===== src/verilog/rxpt_pkg.sv =====
// rxpt_pkg: constants and types shared by the receive pass-through stream port
package rxpt_pkg;

  // ----------------------------------------------------------------
  // stream geometry
  // ----------------------------------------------------------------
  localparam int DATA_W          = 64;
  localparam int SYMBOL_W        = 8;
  localparam int SYMBOLS_PER_BEAT = DATA_W / SYMBOL_W;
  localparam int EMPTY_W         = $clog2(SYMBOLS_PER_BEAT);
  localparam int SIZE_W          = 6;
  localparam int ACCEPT_LATENCY  = 1;

  // ----------------------------------------------------------------
  // buffer geometry and word layout (msb to lsb: sop, eop, empty, size, data)
  // ----------------------------------------------------------------
  localparam int FIFO_DEPTH = 4;
  localparam int WORD_W     = 2 + EMPTY_W + SIZE_W + DATA_W;
  localparam int POS_DATA   = 0;
  localparam int POS_SIZE   = DATA_W;
  localparam int POS_EMPTY  = DATA_W + SIZE_W;
  localparam int POS_EOP    = DATA_W + SIZE_W + EMPTY_W;
  localparam int POS_SOP    = DATA_W + SIZE_W + EMPTY_W + 1;

  // ----------------------------------------------------------------
  // reset values and fixed output levels
  // ----------------------------------------------------------------
  localparam logic RST_MCAST_LEVEL = 1'h0;
  localparam logic ERROR_LEVEL     = 1'h0;

  typedef logic [WORD_W-1:0] rxpt_word_type;

endpackage


===== src/verilog/rxpt_buf_if.sv =====
// rxpt_buf_if: valid/ready carrier between the port logic and its buffer
`timescale 1ns/1ps
interface rxpt_buf_if
  import rxpt_pkg::*;
();
  logic          w_valid;
  logic          w_ready;
  rxpt_word_type w_data;
  logic          r_valid;
  logic          r_ready;
  rxpt_word_type r_data;

  modport buffer_end (input w_valid, input w_data, input r_ready,
                      output w_ready, output r_valid, output r_data);
  modport user_end   (output w_valid, output w_data, output r_ready,
                      input w_ready, input r_valid, input r_data);
endinterface


===== src/verilog/rxpt_port.sv =====
// rxpt_port: receive pass-through stream port with drop and multicast monitors
//
// How it works
// - valid only on beats carrying data
// - start flag on first beat only
// - end flag on final beat only
// - empty counts unused low-order symbols
// - empty width is log2 symbols per beat
// - error output held at zero
// - size in beats shown on start beat
// - one-cycle pulse per dropped packet
// - drop on bad destination, type, transaction while pass-through is off
// - multicast symbol toggles the event level
`timescale 1ns/1ps
module rxpt_port
  import rxpt_pkg::*;
(
  input  wire logic               clk_sys,
  input  wire logic               rst_b,
  // configuration and transport-layer side
  input  wire logic               passthru_en,
  input  wire logic               up_valid,
  output logic                    up_ready,
  input  wire logic               up_sop,
  input  wire logic               up_eop,
  input  wire logic [EMPTY_W-1:0] up_empty,
  input  wire logic [SIZE_W-1:0]  up_size,
  input  wire logic [DATA_W-1:0]  up_data,
  input  wire logic               hdr_dest_ok,
  input  wire logic               hdr_type_ok,
  input  wire logic               hdr_tid_ok,
  input  wire logic               mcast_symbol_seen,
  // stream to the user sink
  input  wire logic               rx_ready,
  output logic                    rx_valid,
  output logic                    rx_sop,
  output logic                    rx_eop,
  output logic [EMPTY_W-1:0]      rx_empty,
  output logic [SIZE_W-1:0]       rx_size,
  output logic [DATA_W-1:0]       rx_data,
  output logic                    rx_error,
  // monitors
  output logic                    rx_pkt_dropped,
  output logic                    mcast_event_rx
);

  // ----------------------------------------------------------------
  // state
  // ----------------------------------------------------------------
  typedef struct packed {
    logic               fwd;
    logic               valid;
    logic               sop;
    logic               eop;
    logic [EMPTY_W-1:0] empty;
    logic [SIZE_W-1:0]  size;
    logic [DATA_W-1:0]  data;
    logic               error;
    logic               dropped;
    logic               mcast;
  } rxpt_port_state_type;

  rxpt_port_state_type st_q;
  rxpt_port_state_type st_d;

  rxpt_buf_if buf_if ();

  logic take;
  logic hdr_bad;
  logic beat_fwd;

  rxpt_fifo #(
    .WIDTH (WORD_W),
    .DEPTH (FIFO_DEPTH)
  ) u_fifo (
    .clk_sys (clk_sys),
    .rst_b   (rst_b),
    .bus     (buf_if.buffer_end)
  );

  // ----------------------------------------------------------------
  // input side: forward, drop, or leave to the internal layers
  // ----------------------------------------------------------------
  assign up_ready = buf_if.w_ready;
  assign take     = up_valid && buf_if.w_ready;
  assign hdr_bad  = !(hdr_dest_ok && hdr_type_ok && hdr_tid_ok);
  // the routing choice is made on the start beat and held for the packet
  assign beat_fwd = up_sop ? passthru_en : st_q.fwd;

  assign buf_if.w_valid = take && beat_fwd;
  assign buf_if.w_data  = {up_sop, up_eop, up_empty, up_size, up_data};
  // pop while the sink shows ready, so the registered beat lands in the very
  // next cycle, one after the ready cycle; a later pop would fall outside that cycle
  assign buf_if.r_ready = rx_ready;

  always_comb
  begin
    st_d         = st_q;
    st_d.error   = ERROR_LEVEL;
    st_d.dropped = 1'h0;
    if (take && up_sop)
    begin
      st_d.fwd = passthru_en;
      // with the port enabled every packet goes out, so nothing is dropped
      st_d.dropped = !passthru_en && hdr_bad;
    end
    // ------------------------------------------------------------
    // output side
    // ------------------------------------------------------------
    st_d.valid = buf_if.r_ready && buf_if.r_valid;
    if (st_d.valid)
    begin
      st_d.sop   = buf_if.r_data[POS_SOP];
      st_d.eop   = buf_if.r_data[POS_EOP];
      st_d.empty = buf_if.r_data[POS_EMPTY +: EMPTY_W];
      st_d.size  = buf_if.r_data[POS_SIZE +: SIZE_W];
      st_d.data  = buf_if.r_data[POS_DATA +: DATA_W];
    end
    else
    begin
      // flags drop with valid so a stale start or end is never seen
      st_d.sop = 1'h0;
      st_d.eop = 1'h0;
    end
    if (mcast_symbol_seen)
    begin
      st_d.mcast = !st_q.mcast;
    end
  end

  always_ff @(posedge clk_sys or negedge rst_b)
  begin
    if (!rst_b)
    begin
      st_q       <= '0;
      st_q.mcast <= RST_MCAST_LEVEL;
    end
    else
    begin
      st_q <= st_d;
    end
  end

  // ----------------------------------------------------------------
  // outputs, all straight from flops
  // ----------------------------------------------------------------
  assign rx_valid       = st_q.valid;
  assign rx_sop         = st_q.sop;
  assign rx_eop         = st_q.eop;
  assign rx_empty       = st_q.empty;
  assign rx_size        = st_q.size;
  assign rx_data        = st_q.data;
  assign rx_error       = st_q.error;
  assign rx_pkt_dropped = st_q.dropped;
  assign mcast_event_rx = st_q.mcast;

endmodule


===== src/verilog/rxpt_fifo.sv =====
// rxpt_fifo: small synchronous FIFO with valid/ready on both sides
`timescale 1ns/1ps
module rxpt_fifo
  import rxpt_pkg::*;
#(
  parameter int WIDTH = WORD_W,
  parameter int DEPTH = FIFO_DEPTH
)(
  input  wire logic      clk_sys,
  input  wire logic      rst_b,
  rxpt_buf_if.buffer_end bus
);

  localparam int PTR_W = $clog2(DEPTH);
  localparam int CNT_W = $clog2(DEPTH + 1);

  typedef struct packed {
    logic [DEPTH-1:0][WIDTH-1:0] mem;
    logic [PTR_W-1:0]            wr_ptr;
    logic [PTR_W-1:0]            rd_ptr;
    logic [CNT_W-1:0]            count;
    logic                        not_full;
  } rxpt_fifo_state_type;

  rxpt_fifo_state_type st_q;
  rxpt_fifo_state_type st_d;

  logic push;
  logic pop;

  function automatic logic [PTR_W-1:0] ptr_inc(input logic [PTR_W-1:0] p);
    ptr_inc = (p == PTR_W'(DEPTH - 1)) ? '0 : p + PTR_W'(1);
  endfunction

  // ready comes from a flop so the upstream never sees a combinational path
  assign bus.w_ready = st_q.not_full;
  assign bus.r_valid = (st_q.count != '0);
  assign bus.r_data  = st_q.mem[st_q.rd_ptr];
  assign push        = bus.w_valid && st_q.not_full;
  assign pop         = bus.r_ready && bus.r_valid;

  always_comb
  begin
    st_d = st_q;
    if (push)
    begin
      st_d.mem[st_q.wr_ptr] = bus.w_data[WIDTH-1:0];
      st_d.wr_ptr           = ptr_inc(st_q.wr_ptr);
    end
    if (pop)
    begin
      st_d.rd_ptr = ptr_inc(st_q.rd_ptr);
    end
    st_d.count    = st_q.count + CNT_W'(push) - CNT_W'(pop);
    st_d.not_full = (st_d.count != CNT_W'(DEPTH));
  end

  always_ff @(posedge clk_sys or negedge rst_b)
  begin
    if (!rst_b)
    begin
      st_q          <= '0;
      st_q.not_full <= 1'h1;
    end
    else
    begin
      st_q <= st_d;
    end
  end

endmodule


===== config.mk =====
export PLATFORM = sky130hd
export DESIGN_NAME = rxpt_port
export DESIGN_NICKNAME = d
export VERILOG_FILES = /design/src/verilog/rxpt_pkg.sv /design/src/verilog/rxpt_buf_if.sv /design/src/verilog/rxpt_port.sv /design/src/verilog/rxpt_fifo.sv
export SDC_FILE = /design/constraint.sdc
export NUM_CORES = 1
export LEC_CHECK = 0
export BUFFER_PORTS_ARGS = -buffer_cell sky130_fd_sc_hd__buf_4
export CORE_UTILIZATION = 60
export CTS_CLUSTER_DIAMETER = 100
export DETAILED_ROUTE_END_ITERATION = 10
export PLACE_DENSITY = 0.91
export SETUP_SLACK_MARGIN = 0.4
export SYNTH_ARGS = -nofsm -noshare
export SYNTH_HDL_FRONTEND = slang
export SYNTH_SLANG_ARGS = --single-unit
export TNS_END_PERCENT = 30

===== constraint.sdc =====
create_clock -name clk_sys -period 3.4 [get_ports clk_sys]
set_input_delay 0.51 -clock clk_sys [delete_from_list [all_inputs] [get_ports clk_sys]]
set_output_delay 0.51 -clock clk_sys [all_outputs]
set_load 0.1 [all_outputs]

# ---- Yosys cells after proc, flatten, opt, wreduce, memory -nomap -nowiden
# Cells that the tools add are included.
dict set report totals {
  word_cells 50
  input_bits 84
  out_inout_bits 80
  reg_bits 387
}
dict set report classes {
  eq_ne 3
  muxes 10
  reduce_logical 13
  n_lt_le_gt_ge 3
  addsub 4
}
# operator n
set ops {}
lappend ops {{bitwise mux 300 bit} 1}
lappend ops {{binary-select mux 75 bit (select 2 bit)} 1}
lappend ops {{demux 75 bit (select 2 bit)} 1}
lappend ops {{2-to-1 mux 75 bit} 2}
lappend ops {{logical AND 1 bit} 9}
lappend ops {{< comparator 2 x 3 -> 1 bit (second input constant)} 2}
lappend ops {{2-to-1 mux 2 bit} 3}
lappend ops {{adder 2 x 1 -> 2 bit (second input constant)} 2}
lappend ops {{equality test 2 bit (second input constant)} 2}
lappend ops {{adder 3 x 1 -> 3 bit} 1}
lappend ops {{logical NOT 1 bit} 3}
lappend ops {{!= test 3 bit (second input constant)} 1}
lappend ops {{nonzero test 3 bit} 1}
lappend ops {{subtractor 3 x 1 -> 3 bit} 1}
lappend ops {{greater-or-equal comparator 2 x 1 -> 1 bit (second input constant)} 1}
lappend ops {{2-to-1 mux 1 bit} 2}

# ---- Longest topological paths before layout
# Gate-level depths: netlist of the first run.
dict set report depth {
  word_depth 6
  ltp_mapped 10
  ltp_nobuf 8
}

# ---- By module
# Synthesis of the first run repeated with hierarchy kept, for this count alone.
dict set report unflattened {
  hier_cells 1007
  hier_area_um2 17229.0
}
# mod cells_per_inst instances seq_area_each_um2 area_per_inst_um2
set modules_own_cells {}
lappend modules_own_cells {rxpt_fifo 762 1 7708.6 13431.6}
lappend modules_own_cells {rxpt_port 245 1 1976.9 3797.4}

# ---- Least setup slack after synthesis of the first run
# OpenSTA, ideal clock, no wires.
dict set report synth_timing {
  path_kind {reg-to-reg}
  from {reg u_fifo.st_q[2] (netlist name)}
  to {reg u_fifo.st_q, in the netlist u_fifo.bus.w_ready}
  stages_incl_launch_ff 11
  slack_ps 958
  synth_period_minus_slack_ps 2442
  path_buffers 2
  required_time_ps 3317
  arrival_ps 2359
  setup_time_ps 83
  cell_sequence {dfrtp_1 o31ai_2 buf_2 buf_4 inv_1 ha_1 inv_1 ha_1 fa_1 xnor2_1 nand2_1}
}
# element line
set synth_rtl {}
lappend synth_rtl {{start: declaration} rxpt_fifo.sv:25} ;# rxpt_fifo_state_type st_q;
lappend synth_rtl {{start signal: assignment} rxpt_fifo.sv:67} ;# st_q <= st_d;

==> out/summary.json, run 1 <==
{
  "final_max_slew_viol_count": 0,
  "netlist_area_mm2": 0.0177,
  "crit_path_top_delay_cell": "sky130_fd_sc_hd__o31ai_4",
  "number_of_different_library_cells_in_the_post_synthesis_netlist": 28,
  "drt_iter0_markers": 470,
  "synth_enable_flop_cells": 0,
  "hold_path_class": "in2async",
  "setup.worst_path.end_class": "flip-flop",
  "most-common-layout-cells": "sky130_fd_sc_hd__dfrtp_1 (384), sky130_fd_sc_hd__mux2_4 (201), sky130_fd_sc_hd__buf_4 (178), sky130_fd_sc_hd__mux2_2 (177), sky130_fd_sc_hd__mux4_2 (62)",
  "mappedNetlistNets": 1097,
  "route.detailed.wl_per_inst_um": 22.6,
  "synth.yosys.seq_area_share": 0.547,
  "grt_max_degree": 99,
  "via_count_of_the_first_global_routing_pass": 10100,
  "cts_hold_buffers": 0,
  "place.gp.congestion": 0.732,
  "ctsResizeCount": 0,
  "worstSetupPathType": "reg2reg",
  "critical_path_depth": 8,
  "crit_path_cell_trace": "o31ai_4 -> inv_1 -> ha_1 -> inv_1 -> ha_1 -> fa_1 -> xnor2_1 -> nand2_1",
  "cp_data_required_time_ns": 3.85,
  "dieWidth_um": 174,
  "fmax_mhz": 423,
  "tritoncts_num_sinks": 387,
  "global_route_wire_length_before_repair_um": 56800,
  "timing.max_cap.violations": 0,
  "dp.final_hpwl_um": 20900,
  "port_buffers": 162,
  "synthToLayoutAreaGrowth_pct": 13.7,
  "synth-main-ff-cell": "sky130_fd_sc_hd__dfrtp_1",
  "period_needed_ns": 2.36,
  "yosysWarnings": 0,
  "antenna_found_initial": 1,
  "initial_core_util": 0.613,
  "synth_seq_cells": 387,
  "ctsLongestPathBuffers": 3,
  "globalRoute.totalOverflow": 0,
  "dr_total_vias": 8834,
  "yosys.area.top_type": "sky130_fd_sc_hd__dfrtp_1",
  "io_pins": 164,
  "vias_per_instance": 5.82,
  "crit_buf_inv": 2,
  "cts-htree-levels": 2,
  "cts_inserted_buffers": 40,
  "hold_viol": 0,
  "cts-root-buf": "sky130_fd_sc_hd__clkbuf_16",
  "drt_drc_violations_left": 0,
  "postRouteAntennaNets": 0,
  "cp_data_arrival_time_ns": 2.82,
  "top_area_cell_type_share_of_the_netlist_area": 0.546,
  "fin_setup_tns_ns": 0,
  "worst_setup_hold_path_clk_slew_ns": 0.06,
  "synthesis.instances": 1005,
  "worstSkewPairLatency_ns": 0.53,
  "path_delay_family": "adder cells",
  "dr.pass1.iters": 4,
  "relSlewSlack": 0.367,
  "finClkSkew_ns": 0.0181,
  "setup_ws_final_ns": 1.04,
  "r2r_cells": 8,
  "fin_crit_sh": 0.695,
  "tritoncts": "yes",
  "grt_setup_unrepaired": "false",
  "fraction_of_layout_cells_with_a_size_suffix_above_1": 0.616,
  "detail_route.wirelength_um": 34300,
  "core-area_mm2": 0.0289,
  "layout_commonest_cell": "sky130_fd_sc_hd__dfrtp_1",
  "max_stage_delay_ns": 0.46,
  "tightestPinTransition_ns": 0.947,
  "floorplan.die.height_um": 174,
  "die_area_mm2": 0.0302,
  "post-place-ws_ns": 0.812,
  "cts_post_setup_buffers_inserted": 0,
  "worstSetupStartpointType": "flip-flop",
  "synthArstFlopShare": 1.00,
  "utilization": 0.697,
  "grt_usage": 0.238,
  "outcome": "completed",
  "final-setup-viol-count": 0,
  "design.final.nets": 1196,
  "path_max_fanout": 9,
  "synthesis.area_per_instance_um2": 17.6,
  "yosys-top-cells-area": "sky130_fd_sc_hd__dfrtp_1 (55%), sky130_fd_sc_hd__mux2_4 (17%), sky130_fd_sc_hd__mux2_2 (11%)",
  "fp-row-count": 62
}
[state kept, by name (all words and copies together), names as in the netlist]
register            flops
mcast_event_rx          1
st_q                    1
rx_eop                  1
rx_data                64
rx_size                 6
u_fifo.bus.w_ready      1
rx_valid                1
u_fifo.st_q           307
rx_sop                  1
rx_empty                3
rx_pkt_dropped          1
[metal layers]
| layer | GRT usage | vias up | share of wire |
|---|---|---|---|
| met1 | 0.329 | 4762 | 0.43 |
| met3 | 0.0507 | 51 | 0.057 |
| met4 | 0.0618 | 0 | 0.020 |
| met5 | 0 | - | 0 |
| li1 | - | 3787 | - |
| met2 | 0.389 | 234 | 0.49 |
[per-stage QoR]
step | hold WS (ns) | std cells | cell area (um^2)
finish | 0.00581 | 1518 | 20100
global route | 0.0787 | 1517 | 20100
CTS | 0.0616 | 1517 | 20100
detailed placement | 0.458 | 1446 | 18700
global placement | 0.456 | 1446 | 18700
floorplan | 0.214 | 1005 | 17700
[cells by family after synthesis]
kind of cell             after synthesis  share of synthesized area
other                                  1                   0.000212
AO/OA/AOI/OAI                          3                    0.00163
buffers and inverters                138                     0.0581
multiplexers                         453                      0.381
XOR/XNOR                               3                    0.00149
flip-flops                           387                      0.547
AND/OR/NAND/NOR                       12                    0.00368
adder cells (fa/ha/maj)                8                    0.00608
[synth_stat cells (2+ instances only)]
cell type and n:
sky130_fd_sc_hd__buf_1 4, sky130_fd_sc_hd__buf_2 18, sky130_fd_sc_hd__buf_4 79, sky130_fd_sc_hd__buf_6 24, sky130_fd_sc_hd__clkbuf_1 5, sky130_fd_sc_hd__dfrtp_1 386
sky130_fd_sc_hd__ha_1 7, sky130_fd_sc_hd__inv_1 7, sky130_fd_sc_hd__mux2_2 177, sky130_fd_sc_hd__mux2_4 201, sky130_fd_sc_hd__mux4_1 13, sky130_fd_sc_hd__mux4_2 62
sky130_fd_sc_hd__nand4_1 4, sky130_fd_sc_hd__nor2_1 2, sky130_fd_sc_hd__nor2b_1 2, sky130_fd_sc_hd__xor2_1 2
[layout make-up]
| class | instances | area, um^2 |
|---|---|---|
| sequential | 387 | 9690 |
| fill | 1785 | 8740 |
| multi-input combinational | 480 | 6990 |
| timing repair buffer | 188 | 1530 |
| clock buffer | 62 | 1260 |
| tap | 384 | 480 |
| clock inverter | 9 | 128 |
| inverter | 7 | 26.3 |
| antenna | 1 | 2.50 |
[final timing paths]
check | startpoint | to | slack, ns
min in group clk_sys | passthru_en | rx_pkt_dropped$_DFF_PN0_ | 0.16
min reg2reg | mcast_event_rx$_DFFE_PN0P_ | mcast_event_rx$_DFFE_PN0P_ | 0.46
max reg2reg | u_fifo.st_q[2]$_DFF_PN0_ | u_fifo.bus.w_ready$_DFF_PN1_ | 1.04
max | u_fifo.st_q[2]$_DFF_PN0_ | u_fifo.bus.w_ready$_DFF_PN1_ | 1.04
max in group asynchronous | rst_b | u_fifo.st_q[5]$_DFFE_PN0P_ | 2.33
min | rst_b | u_fifo.st_q[65]$_DFFE_PN0P_ | 0.006
Power of run 1 is not shown: default switching activity piles up to over one toggle a cycle in this logic, so the estimate is an artifact.
==> run 2, diff against run 1 <==
- clock period: 3.4 -> 2.3 ns (I/O delays scaled with it)
==> run 2 against run 1 <==
Effect of this change: register-to-register slack worse by 0.72 ns; utilization up 1.1 points; global-route usage up 0.86 points; die area unchanged.
==> out/summary.json, run 2 (synthesized netlist as in run 1, its figures left out) <==
{
  "grt_util_met3": {"value": 0.0520, "change": "+0.00132"},
  "path_max_fanout": {"value": 2, "change": "-7"},
  "cellInternalPower_mw": 21.7,
  "final_design_area_no_fill": {"value": 0.0204, "unit": "mm^2", "change": "+1.6%"},
  "power.leakage_nw": 9.84,
  "final-setup-viol-count": {"value": 0, "change": "unchanged"},
  "floorplan.die.height": {"value": 174, "unit": "um", "change": "unchanged"},
  "fmax": {"value": 503, "unit": "MHz", "change": "+19%"},
  "grt_setup_unrepaired": "true",
  "postRouteAntennaNets": {"value": 0, "change": "unchanged"},
  "global_route_wire_length_before_repair": {"value": 58100, "unit": "um", "change": "+2.4%"},
  "cp_data_arrival_time": {"value": 2.46, "unit": "ns", "change": "-0.36 ns"},
  "layout_commonest_cell": "sky130_fd_sc_hd__dfrtp_1",
  "die_area": {"value": 0.0302, "unit": "mm^2", "change": "unchanged"},
  "fin_crit_sh": {"value": 0.864, "change": "+0.168"},
  "utilization": {"value": 0.709, "change": "+0.0114"},
  "dr.pass1.iters": {"value": 4, "change": "unchanged"},
  "drt_iter0_markers": {"value": 468, "change": "-0.43%"},
  "setup.worst_path.end_class": "flip-flop",
  "tritoncts": "yes",
  "final_max_slew_viol_count": {"value": 0, "change": "unchanged"},
  "pwr-share-comb": 0.462,
  "worstSkewPairLatency": {"value": 0.53, "unit": "ns", "change": "about the same"},
  "power.total_mw": 35.0,
  "grt_max_degree": {"value": 79, "change": "-20%"},
  "power_switching_share": 0.381,
  "grt_usage": {"value": 0.247, "change": "+0.00862"},
  "place.gp.congestion": {"value": 0.777, "change": "+6.2%"},
  "io_pins": {"value": 164, "change": "unchanged"},
  "clock_power_share": 0.182,
  "ctsLongestPathBuffers": {"value": 3, "change": "unchanged"},
  "tritoncts_num_sinks": {"value": 387, "change": "unchanged"},
  "dieWidth": {"value": 174, "unit": "um", "change": "unchanged"},
  "port_buffers": {"value": 162, "change": "unchanged"},
  "globalRoute.totalOverflow": {"value": 0, "change": "unchanged"},
  "cts_inserted_buffers": {"value": 41, "change": "+2.5%"},
  "worstSetupStartpointType": "flip-flop",
  "initial_core_util": {"value": 0.613, "change": "unchanged"},
  "worstSetupPathType": "reg2reg",
  "top_register": "u_fifo.st_q",
  "flip_flop_count_of_the_largest_register_all_copies_and_words_added": {"value": 307, "change": "unchanged"},
  "finClkSkew": {"value": 0.0173, "unit": "ns", "change": "-0.000763 ns"},
  "route.detailed.wl_per_inst": {"value": 23.8, "unit": "um", "change": "+5.0%"},
  "detail_route.wirelength": {"value": 36600, "unit": "um", "change": "+6.6%"},
  "cp_data_required_time": {"value": 2.77, "unit": "ns", "change": "-1.08 ns"},
  "final.fill_count": {"value": 1727, "change": "-3.2%"},
  "ir_worst_vdd_v": 0.000967,
  "cellPowerDensity_mw_per_mm2": 1710,
  "period_needed": {"value": 1.99, "unit": "ns", "change": "-0.378 ns"},
  "fp-row-count": {"value": 62, "change": "unchanged"},
  "worst_setup_hold_path_clk_slew": {"value": 0.06, "unit": "ns", "change": "about the same"},
  "seq_power_share": 0.356,
  "design.final.nets": {"value": 1219, "change": "+1.9%"},
  "dr_total_vias": {"value": 9029, "change": "+2.2%"},
  "vias_per_instance": {"value": 5.86, "change": "+0.62%"},
  "fraction_of_layout_cells_with_a_size_suffix_above_1": {"value": 0.621, "change": "+0.00537"},
  "core-area": {"value": 0.0289, "unit": "mm^2", "change": "unchanged"},
  "timing.max_cap.violations": {"value": 0, "change": "unchanged"},
  "hold_path_class": "in2reg",
  "fin_setup_tns": {"value": 0, "unit": "ns", "change": "unchanged"},
  "outcome": "completed",
  "gr-max-usage-layer": "met2",
  "antenna_found_initial": {"value": 1, "change": "unchanged"},
  "total_switching_power_mw": 13.3,
  "cts-htree-levels": {"value": 2, "change": "unchanged"},
  "synthToLayoutAreaGrowth_pct": 15.5,
  "met1_usage": {"value": 0.337, "change": "+0.00835"},
  "met2_usage": {"value": 0.405, "change": "+0.0163"},
  "drt_drc_violations_left": {"value": 0, "change": "unchanged"},
  "hold_viol": {"value": 0, "change": "unchanged"},
  "post_dp_cell_area": {"value": 0.0190, "unit": "mm^2", "change": "+1.4%"},
  "dp.final_hpwl": {"value": 21900, "unit": "um", "change": "+4.8%"},
  "cts-root-buf": "sky130_fd_sc_hd__clkbuf_16",
  "via_count_of_the_first_global_routing_pass": {"value": 10200, "change": "+1.4%"},
  "most-common-layout-cells": "sky130_fd_sc_hd__dfrtp_1 (384), sky130_fd_sc_hd__mux2_4 (201), sky130_fd_sc_hd__buf_4 (180), sky130_fd_sc_hd__mux2_2 (177), sky130_fd_sc_hd__mux4_2 (62)"
}
-- run 2: path summary, 6_finish.rpt --
check / from / to / slack (ns) / depth (start not counted)
hold / removal: passthru_en / st_q[79]$_DFFE_PN0P_ / 0.07 / 2
setup / recovery: u_fifo.st_q[1]$_DFF_PN0_ / u_fifo.bus.w_ready$_DFF_PN1_ / 0.31 / 8
hold reg to reg: mcast_event_rx$_DFFE_PN0P_ / mcast_event_rx$_DFFE_PN0P_ / 0.48 / 1
max in group asynchronous: rst_b / u_fifo.st_q[59]$_DFFE_PN0P_ / 1.18 / 3
min in group asynchronous: rst_b / u_fifo.st_q[144]$_DFFE_PN0P_ / 0.35 / 2
setup reg to reg: u_fifo.st_q[1]$_DFF_PN0_ / u_fifo.bus.w_ready$_DFF_PN1_ / 0.31 / 8
-- run 2: metrics by stage --
| step | hold slack [ns] | instances | setup slack, ns |
|---|---|---|---|
| 6_report | 0.0691 | 1542 | 0.314 |
| 5_1_grt | 0.0668 | 1541 | 0.277 |
| 4_1_cts | 0.0618 | 1535 | 0.358 |
| 3_5_place_dp | 0.302 | 1456 | 0.314 |
| 3_3_place_gp | 0.306 | 1456 | 0.364 |
| 2_1_floorplan | 0.0494 | 1005 | 0.127 |
-- run 2: layout make-up --
| class | instances | area, um^2 | share of cell area |
|---|---|---|---|
| sequential | 387 | 9690 | 0.474 |
| multi-input combinational | 480 | 7020 | 0.344 |
| timing repair buffer | 210 | 1920 | 0.0939 |
| clock buffer | 61 | 1200 | 0.0587 |
| tap | 384 | 480 | 0.0235 |
| clock inverter | 12 | 95.1 | 0.00465 |
| inverter | 7 | 28.8 | 0.00141 |
| antenna | 1 | 2.50 | 0.000122 |
-- run 2: repair_timing --
item                                   4_1_cts  5_1_grt
hold buffers                                 4        0
endpoints found under the hold margin       46        0
gates cloned                                 0        3
gates resized for setup                      1        2
pin swaps                                    1        0
buffers inserted                             2        3
setup endpoints to repair                    3       67
-- run 2: per-layer routing --
metal	share of wire	vias up	routed length (um)
li1	-	3844	-
met5	0	-	0
met1	0.43	4861	15700
met3	0.052	67	1900
met4	0.024	0	890
met2	0.50	257	18200
-- run 2: critical path: stages (launching register included) --
cell and delay [ns]:
sky130_fd_sc_hd__dfrtp_1 0.41, sky130_fd_sc_hd__o31ai_4 0.32, sky130_fd_sc_hd__inv_4 0.07, sky130_fd_sc_hd__ha_4 0.28, sky130_fd_sc_hd__inv_2 0.04, sky130_fd_sc_hd__ha_4 0.15, sky130_fd_sc_hd__fa_2 0.55, sky130_fd_sc_hd__nor2_1 0.05
sky130_fd_sc_hd__nand2_1 0.06
-- run 2: power groups by stage --
stage,Sequential (mW),Combinational (mW),Clock (mW)
floorplan,11.7,14.1,0
global placement,12.2,15.6,0
detailed placement,12.4,16.0,0
CTS,12.4,16.2,6.45
global route,12.8,16.9,6.74
finish,12.5,16.2,6.36
Power figures use the tool's default switching activity.
==> run 3, diff against run 2 <==
- PLACE_DENSITY: 0.91 -> 0.78
==> run 3 against run 2 <==
Effect of this change: utilization shrank 0.36 points; via count shrank 3.5%; sequential share of layout area grew 0.24 points; clock-buffer cell count grew 5; power shrank 1.1%; first-iteration DRC count shrank 20%; fmax grew 1.3%; final cell count shrank 0.45%; non-clock buffer count shrank 8; critical path depth is the same; critical endpoint unchanged.
==> out/summary.json, run 3 (synthesized netlist as in run 1, its figures left out) <==
{
  "finClkSkew": {"value": 0.0162, "unit": "ns", "change": "-0.00111 ns"},
  "insertedDiodeCount": {"value": 0, "change": "-1"},
  "worstSetupPathType": "reg2reg",
  "cp_data_arrival_time": {"value": 2.43, "unit": "ns", "change": "-0.03 ns"},
  "cp_data_required_time": {"value": 2.77, "unit": "ns", "change": "about the same"},
  "power.total": {"value": 34.6, "unit": "mW", "change": "-1.1%"},
  "dr.pass1.iters": {"value": 4, "change": "unchanged"},
  "place.gp.congestion": {"value": 0.707, "change": "-9.0%"},
  "synthToLayoutAreaGrowth_pct": 15.0,
  "die_area": {"value": 0.0302, "unit": "mm^2", "change": "unchanged"},
  "drt_iter0_markers": {"value": 376, "change": "-20%"},
  "fraction_of_layout_cells_with_a_size_suffix_above_1": {"value": 0.617, "change": "-0.00458"},
  "cts_inserted_buffers": {"value": 41, "change": "unchanged"},
  "relSlewSlack": 0.650,
  "seq_power_share": {"value": 0.355, "change": "about the same"},
  "setup.worst_path.end_class": "flip-flop",
  "final-setup-viol-count": {"value": 0, "change": "unchanged"},
  "drt_drc_violations_left": {"value": 0, "change": "unchanged"},
  "fin_setup_tns": {"value": 0, "unit": "ns", "change": "unchanged"},
  "total_switching_power": {"value": 12.9, "unit": "mW", "change": "-3.3%"},
  "power_switching_share": {"value": 0.372, "change": "-0.00845"},
  "hold_path_class": "in2reg",
  "postRouteAntennaNets": {"value": 0, "change": "unchanged"},
  "route.detailed.wl_per_inst": {"value": 21.7, "unit": "um", "change": "-8.6%"},
  "final_max_slew_viol_count": {"value": 0, "change": "unchanged"},
  "worstSetupStartpointType": "flip-flop",
  "ctsLongestPathBuffers": {"value": 3, "change": "unchanged"},
  "port_buffers": {"value": 162, "change": "unchanged"},
  "timing.max_cap.violations": {"value": 0, "change": "unchanged"},
  "design.final.nets": {"value": 1211, "change": "-0.66%"},
  "hold_viol": {"value": 0, "change": "unchanged"},
  "vias_per_instance": {"value": 5.68, "change": "-3.0%"},
  "antenna_found_initial": {"value": 1, "change": "unchanged"},
  "global_route_wire_length_before_repair": {"value": 55300, "unit": "um", "change": "-4.9%"},
  "layout_commonest_cell": "sky130_fd_sc_hd__dfrtp_1",
  "fp-row-count": {"value": 62, "change": "unchanged"},
  "outcome": "completed",
  "ir_worst_vdd": {"value": 0.00118, "unit": "V", "change": "+22%"},
  "floorplan.die.height": {"value": 174, "unit": "um", "change": "unchanged"},
  "tightestPinTransition_ns": 0.525,
  "globalRoute.totalOverflow": {"value": 0, "change": "unchanged"},
  "pwr-share-comb": {"value": 0.457, "change": "-0.005"},
  "top_register": "u_fifo.st_q",
  "worstHoldPathCells": {"value": 2, "change": "unchanged"},
  "grt_usage": {"value": 0.231, "change": "-0.0158"},
  "cts-root-buf": "sky130_fd_sc_hd__clkbuf_16",
  "cts-htree-levels": {"value": 2, "change": "unchanged"},
  "tritoncts_num_sinks": {"value": 387, "change": "unchanged"},
  "io_pins": {"value": 164, "change": "unchanged"},
  "r2r_cells": {"value": 8, "change": "unchanged"},
  "period_needed": {"value": 1.96, "unit": "ns", "change": "-0.0246 ns"},
  "cellInternalPower": {"value": 21.7, "unit": "mW", "change": "+0.28%"},
  "via_count_of_the_first_global_routing_pass": {"value": 9796, "change": "-4.0%"},
  "most-common-layout-cells": "sky130_fd_sc_hd__dfrtp_1 (384), sky130_fd_sc_hd__mux2_4 (201), sky130_fd_sc_hd__mux2_2 (177), sky130_fd_sc_hd__buf_4 (177), sky130_fd_sc_hd__mux4_2 (62)",
  "clock_power_share": {"value": 0.188, "change": "+0.006"},
  "core-area": {"value": 0.0289, "unit": "mm^2", "change": "unchanged"},
  "dr_total_vias": {"value": 8717, "change": "-3.5%"},
  "fin_crit_sh": {"value": 0.853, "change": "-0.0107"},
  "worstSkewPairLatency": {"value": 0.52, "unit": "ns", "change": "about the same"},
  "grt_max_degree": {"value": 79, "change": "unchanged"},
  "detail_route.wirelength": {"value": 33300, "unit": "um", "change": "-9.1%"},
  "dieWidth": {"value": 174, "unit": "um", "change": "unchanged"},
  "path_max_fanout": {"value": 2, "change": "unchanged"},
  "initial_core_util": {"value": 0.613, "change": "unchanged"},
  "cellPowerDensity": {"value": 1700, "unit": "mW/mm^2", "change": "-0.57%"},
  "power.leakage": {"value": 9.77, "unit": "nW", "change": "-0.71%"},
  "worst_setup_hold_path_clk_slew": {"value": 0.06, "unit": "ns", "change": "about the same"},
  "grt_setup_unrepaired": "true",
  "dp.final_hpwl": {"value": 20200, "unit": "um", "change": "-7.8%"},
  "final.fill_count": {"value": 1845, "change": "+6.8%"},
  "fmax": {"value": 510, "unit": "MHz", "change": "+1.3%"},
  "tritoncts": "yes",
  "flip_flop_count_of_the_largest_register_all_copies_and_words_added": {"value": 307, "change": "unchanged"}
}
-- run 3: cell count changes in the layout (fill, tap and decap cells not counted), sizes merged --
| cell | change |
|---|---|
| buf | -6 |
| clkbuf | +3 |
| clkinv | -3 |
| clkinvlp | +1 |
| diode | -1 |
| inv | -1 |
-- run 3: path summary, 6_finish.rpt --
kind,from,to,slack (ns)
hold reg to reg,mcast_event_rx$_DFFE_PN0P_,mcast_event_rx$_DFFE_PN0P_,0.47
max in group asynchronous,rst_b,rx_data[34]$_DFFE_PN0P_,1.21
hold / removal,passthru_en,st_q[79]$_DFFE_PN0P_,0.07
min in group asynchronous,rst_b,rx_data[59]$_DFFE_PN0P_,0.34
setup reg to reg,u_fifo.st_q[3]$_DFF_PN0_,u_fifo.bus.w_ready$_DFF_PN1_,0.34
setup / recovery,u_fifo.st_q[3]$_DFF_PN0_,u_fifo.bus.w_ready$_DFF_PN1_,0.34
-- run 3: critical path: stages (launching register included) --
cell and delay [ns]:
sky130_fd_sc_hd__dfrtp_1 0.41, sky130_fd_sc_hd__o31ai_4 0.36, sky130_fd_sc_hd__inv_4 0.06, sky130_fd_sc_hd__ha_4 0.26, sky130_fd_sc_hd__inv_2 0.04, sky130_fd_sc_hd__ha_4 0.14
sky130_fd_sc_hd__fa_2 0.53, sky130_fd_sc_hd__nor2_1 0.05, sky130_fd_sc_hd__nand2_1 0.06
-- run 3: what timing repair did --
item	CTS	global route
buffers inserted	2	2
resized for setup	0	2
endpoints found under the hold margin	48	0
hold buffers	4	0
pin swaps	1	1
setup endpoints to repair	2	34
gates cloned	0	2
-- run 3: routing by layer --
layer,share of wire,global-route usage,vias to the layer above,routed length [um]
li1,-,-,3834,-
met1,0.46,0.335,4629,15300
met2,0.47,0.365,202,15700
met3,0.050,0.0445,50,1670
met4,0.018,0.0556,2,593
met5,0.00051,0,-,17
-- run 3: area by class of cell --
| cell class | count | area [um^2] | share of cell area |
|---|---|---|---|
| clock buffer | 66 | 1260 | 0.0621 |
| tap | 384 | 480 | 0.0236 |
| inverter | 7 | 28.8 | 0.00141 |
| clock inverter | 9 | 82.6 | 0.00406 |
| multi-input combinational | 480 | 7020 | 0.345 |
| timing repair buffer | 202 | 1770 | 0.0871 |
| sequential | 387 | 9690 | 0.476 |
-- run 3: metrics by stage --
step                hold slack, ns  instances  utilization  worst slack (ns)  area [um^2]
global placement             0.306       1450        0.655             0.352        18900
global route                0.0612       1535        0.705             0.257        20300
finish                      0.0730       1535        0.705             0.338        20300
floorplan                   0.0494       1005            -             0.127        17700
detailed placement           0.303       1450        0.655             0.322        18900
CTS                         0.0456       1531        0.703             0.341        20300
-- run 3: power by group through the flow --
stage | logic, mW | clock network [mW] | registers (mW)
floorplan | 14.1 | 0 | 11.7
global placement | 15.6 | 0 | 12.2
detailed placement | 15.9 | 0 | 12.3
CTS | 15.9 | 6.65 | 12.3
global route | 16.7 | 6.91 | 12.7
finish | 15.8 | 6.50 | 12.3
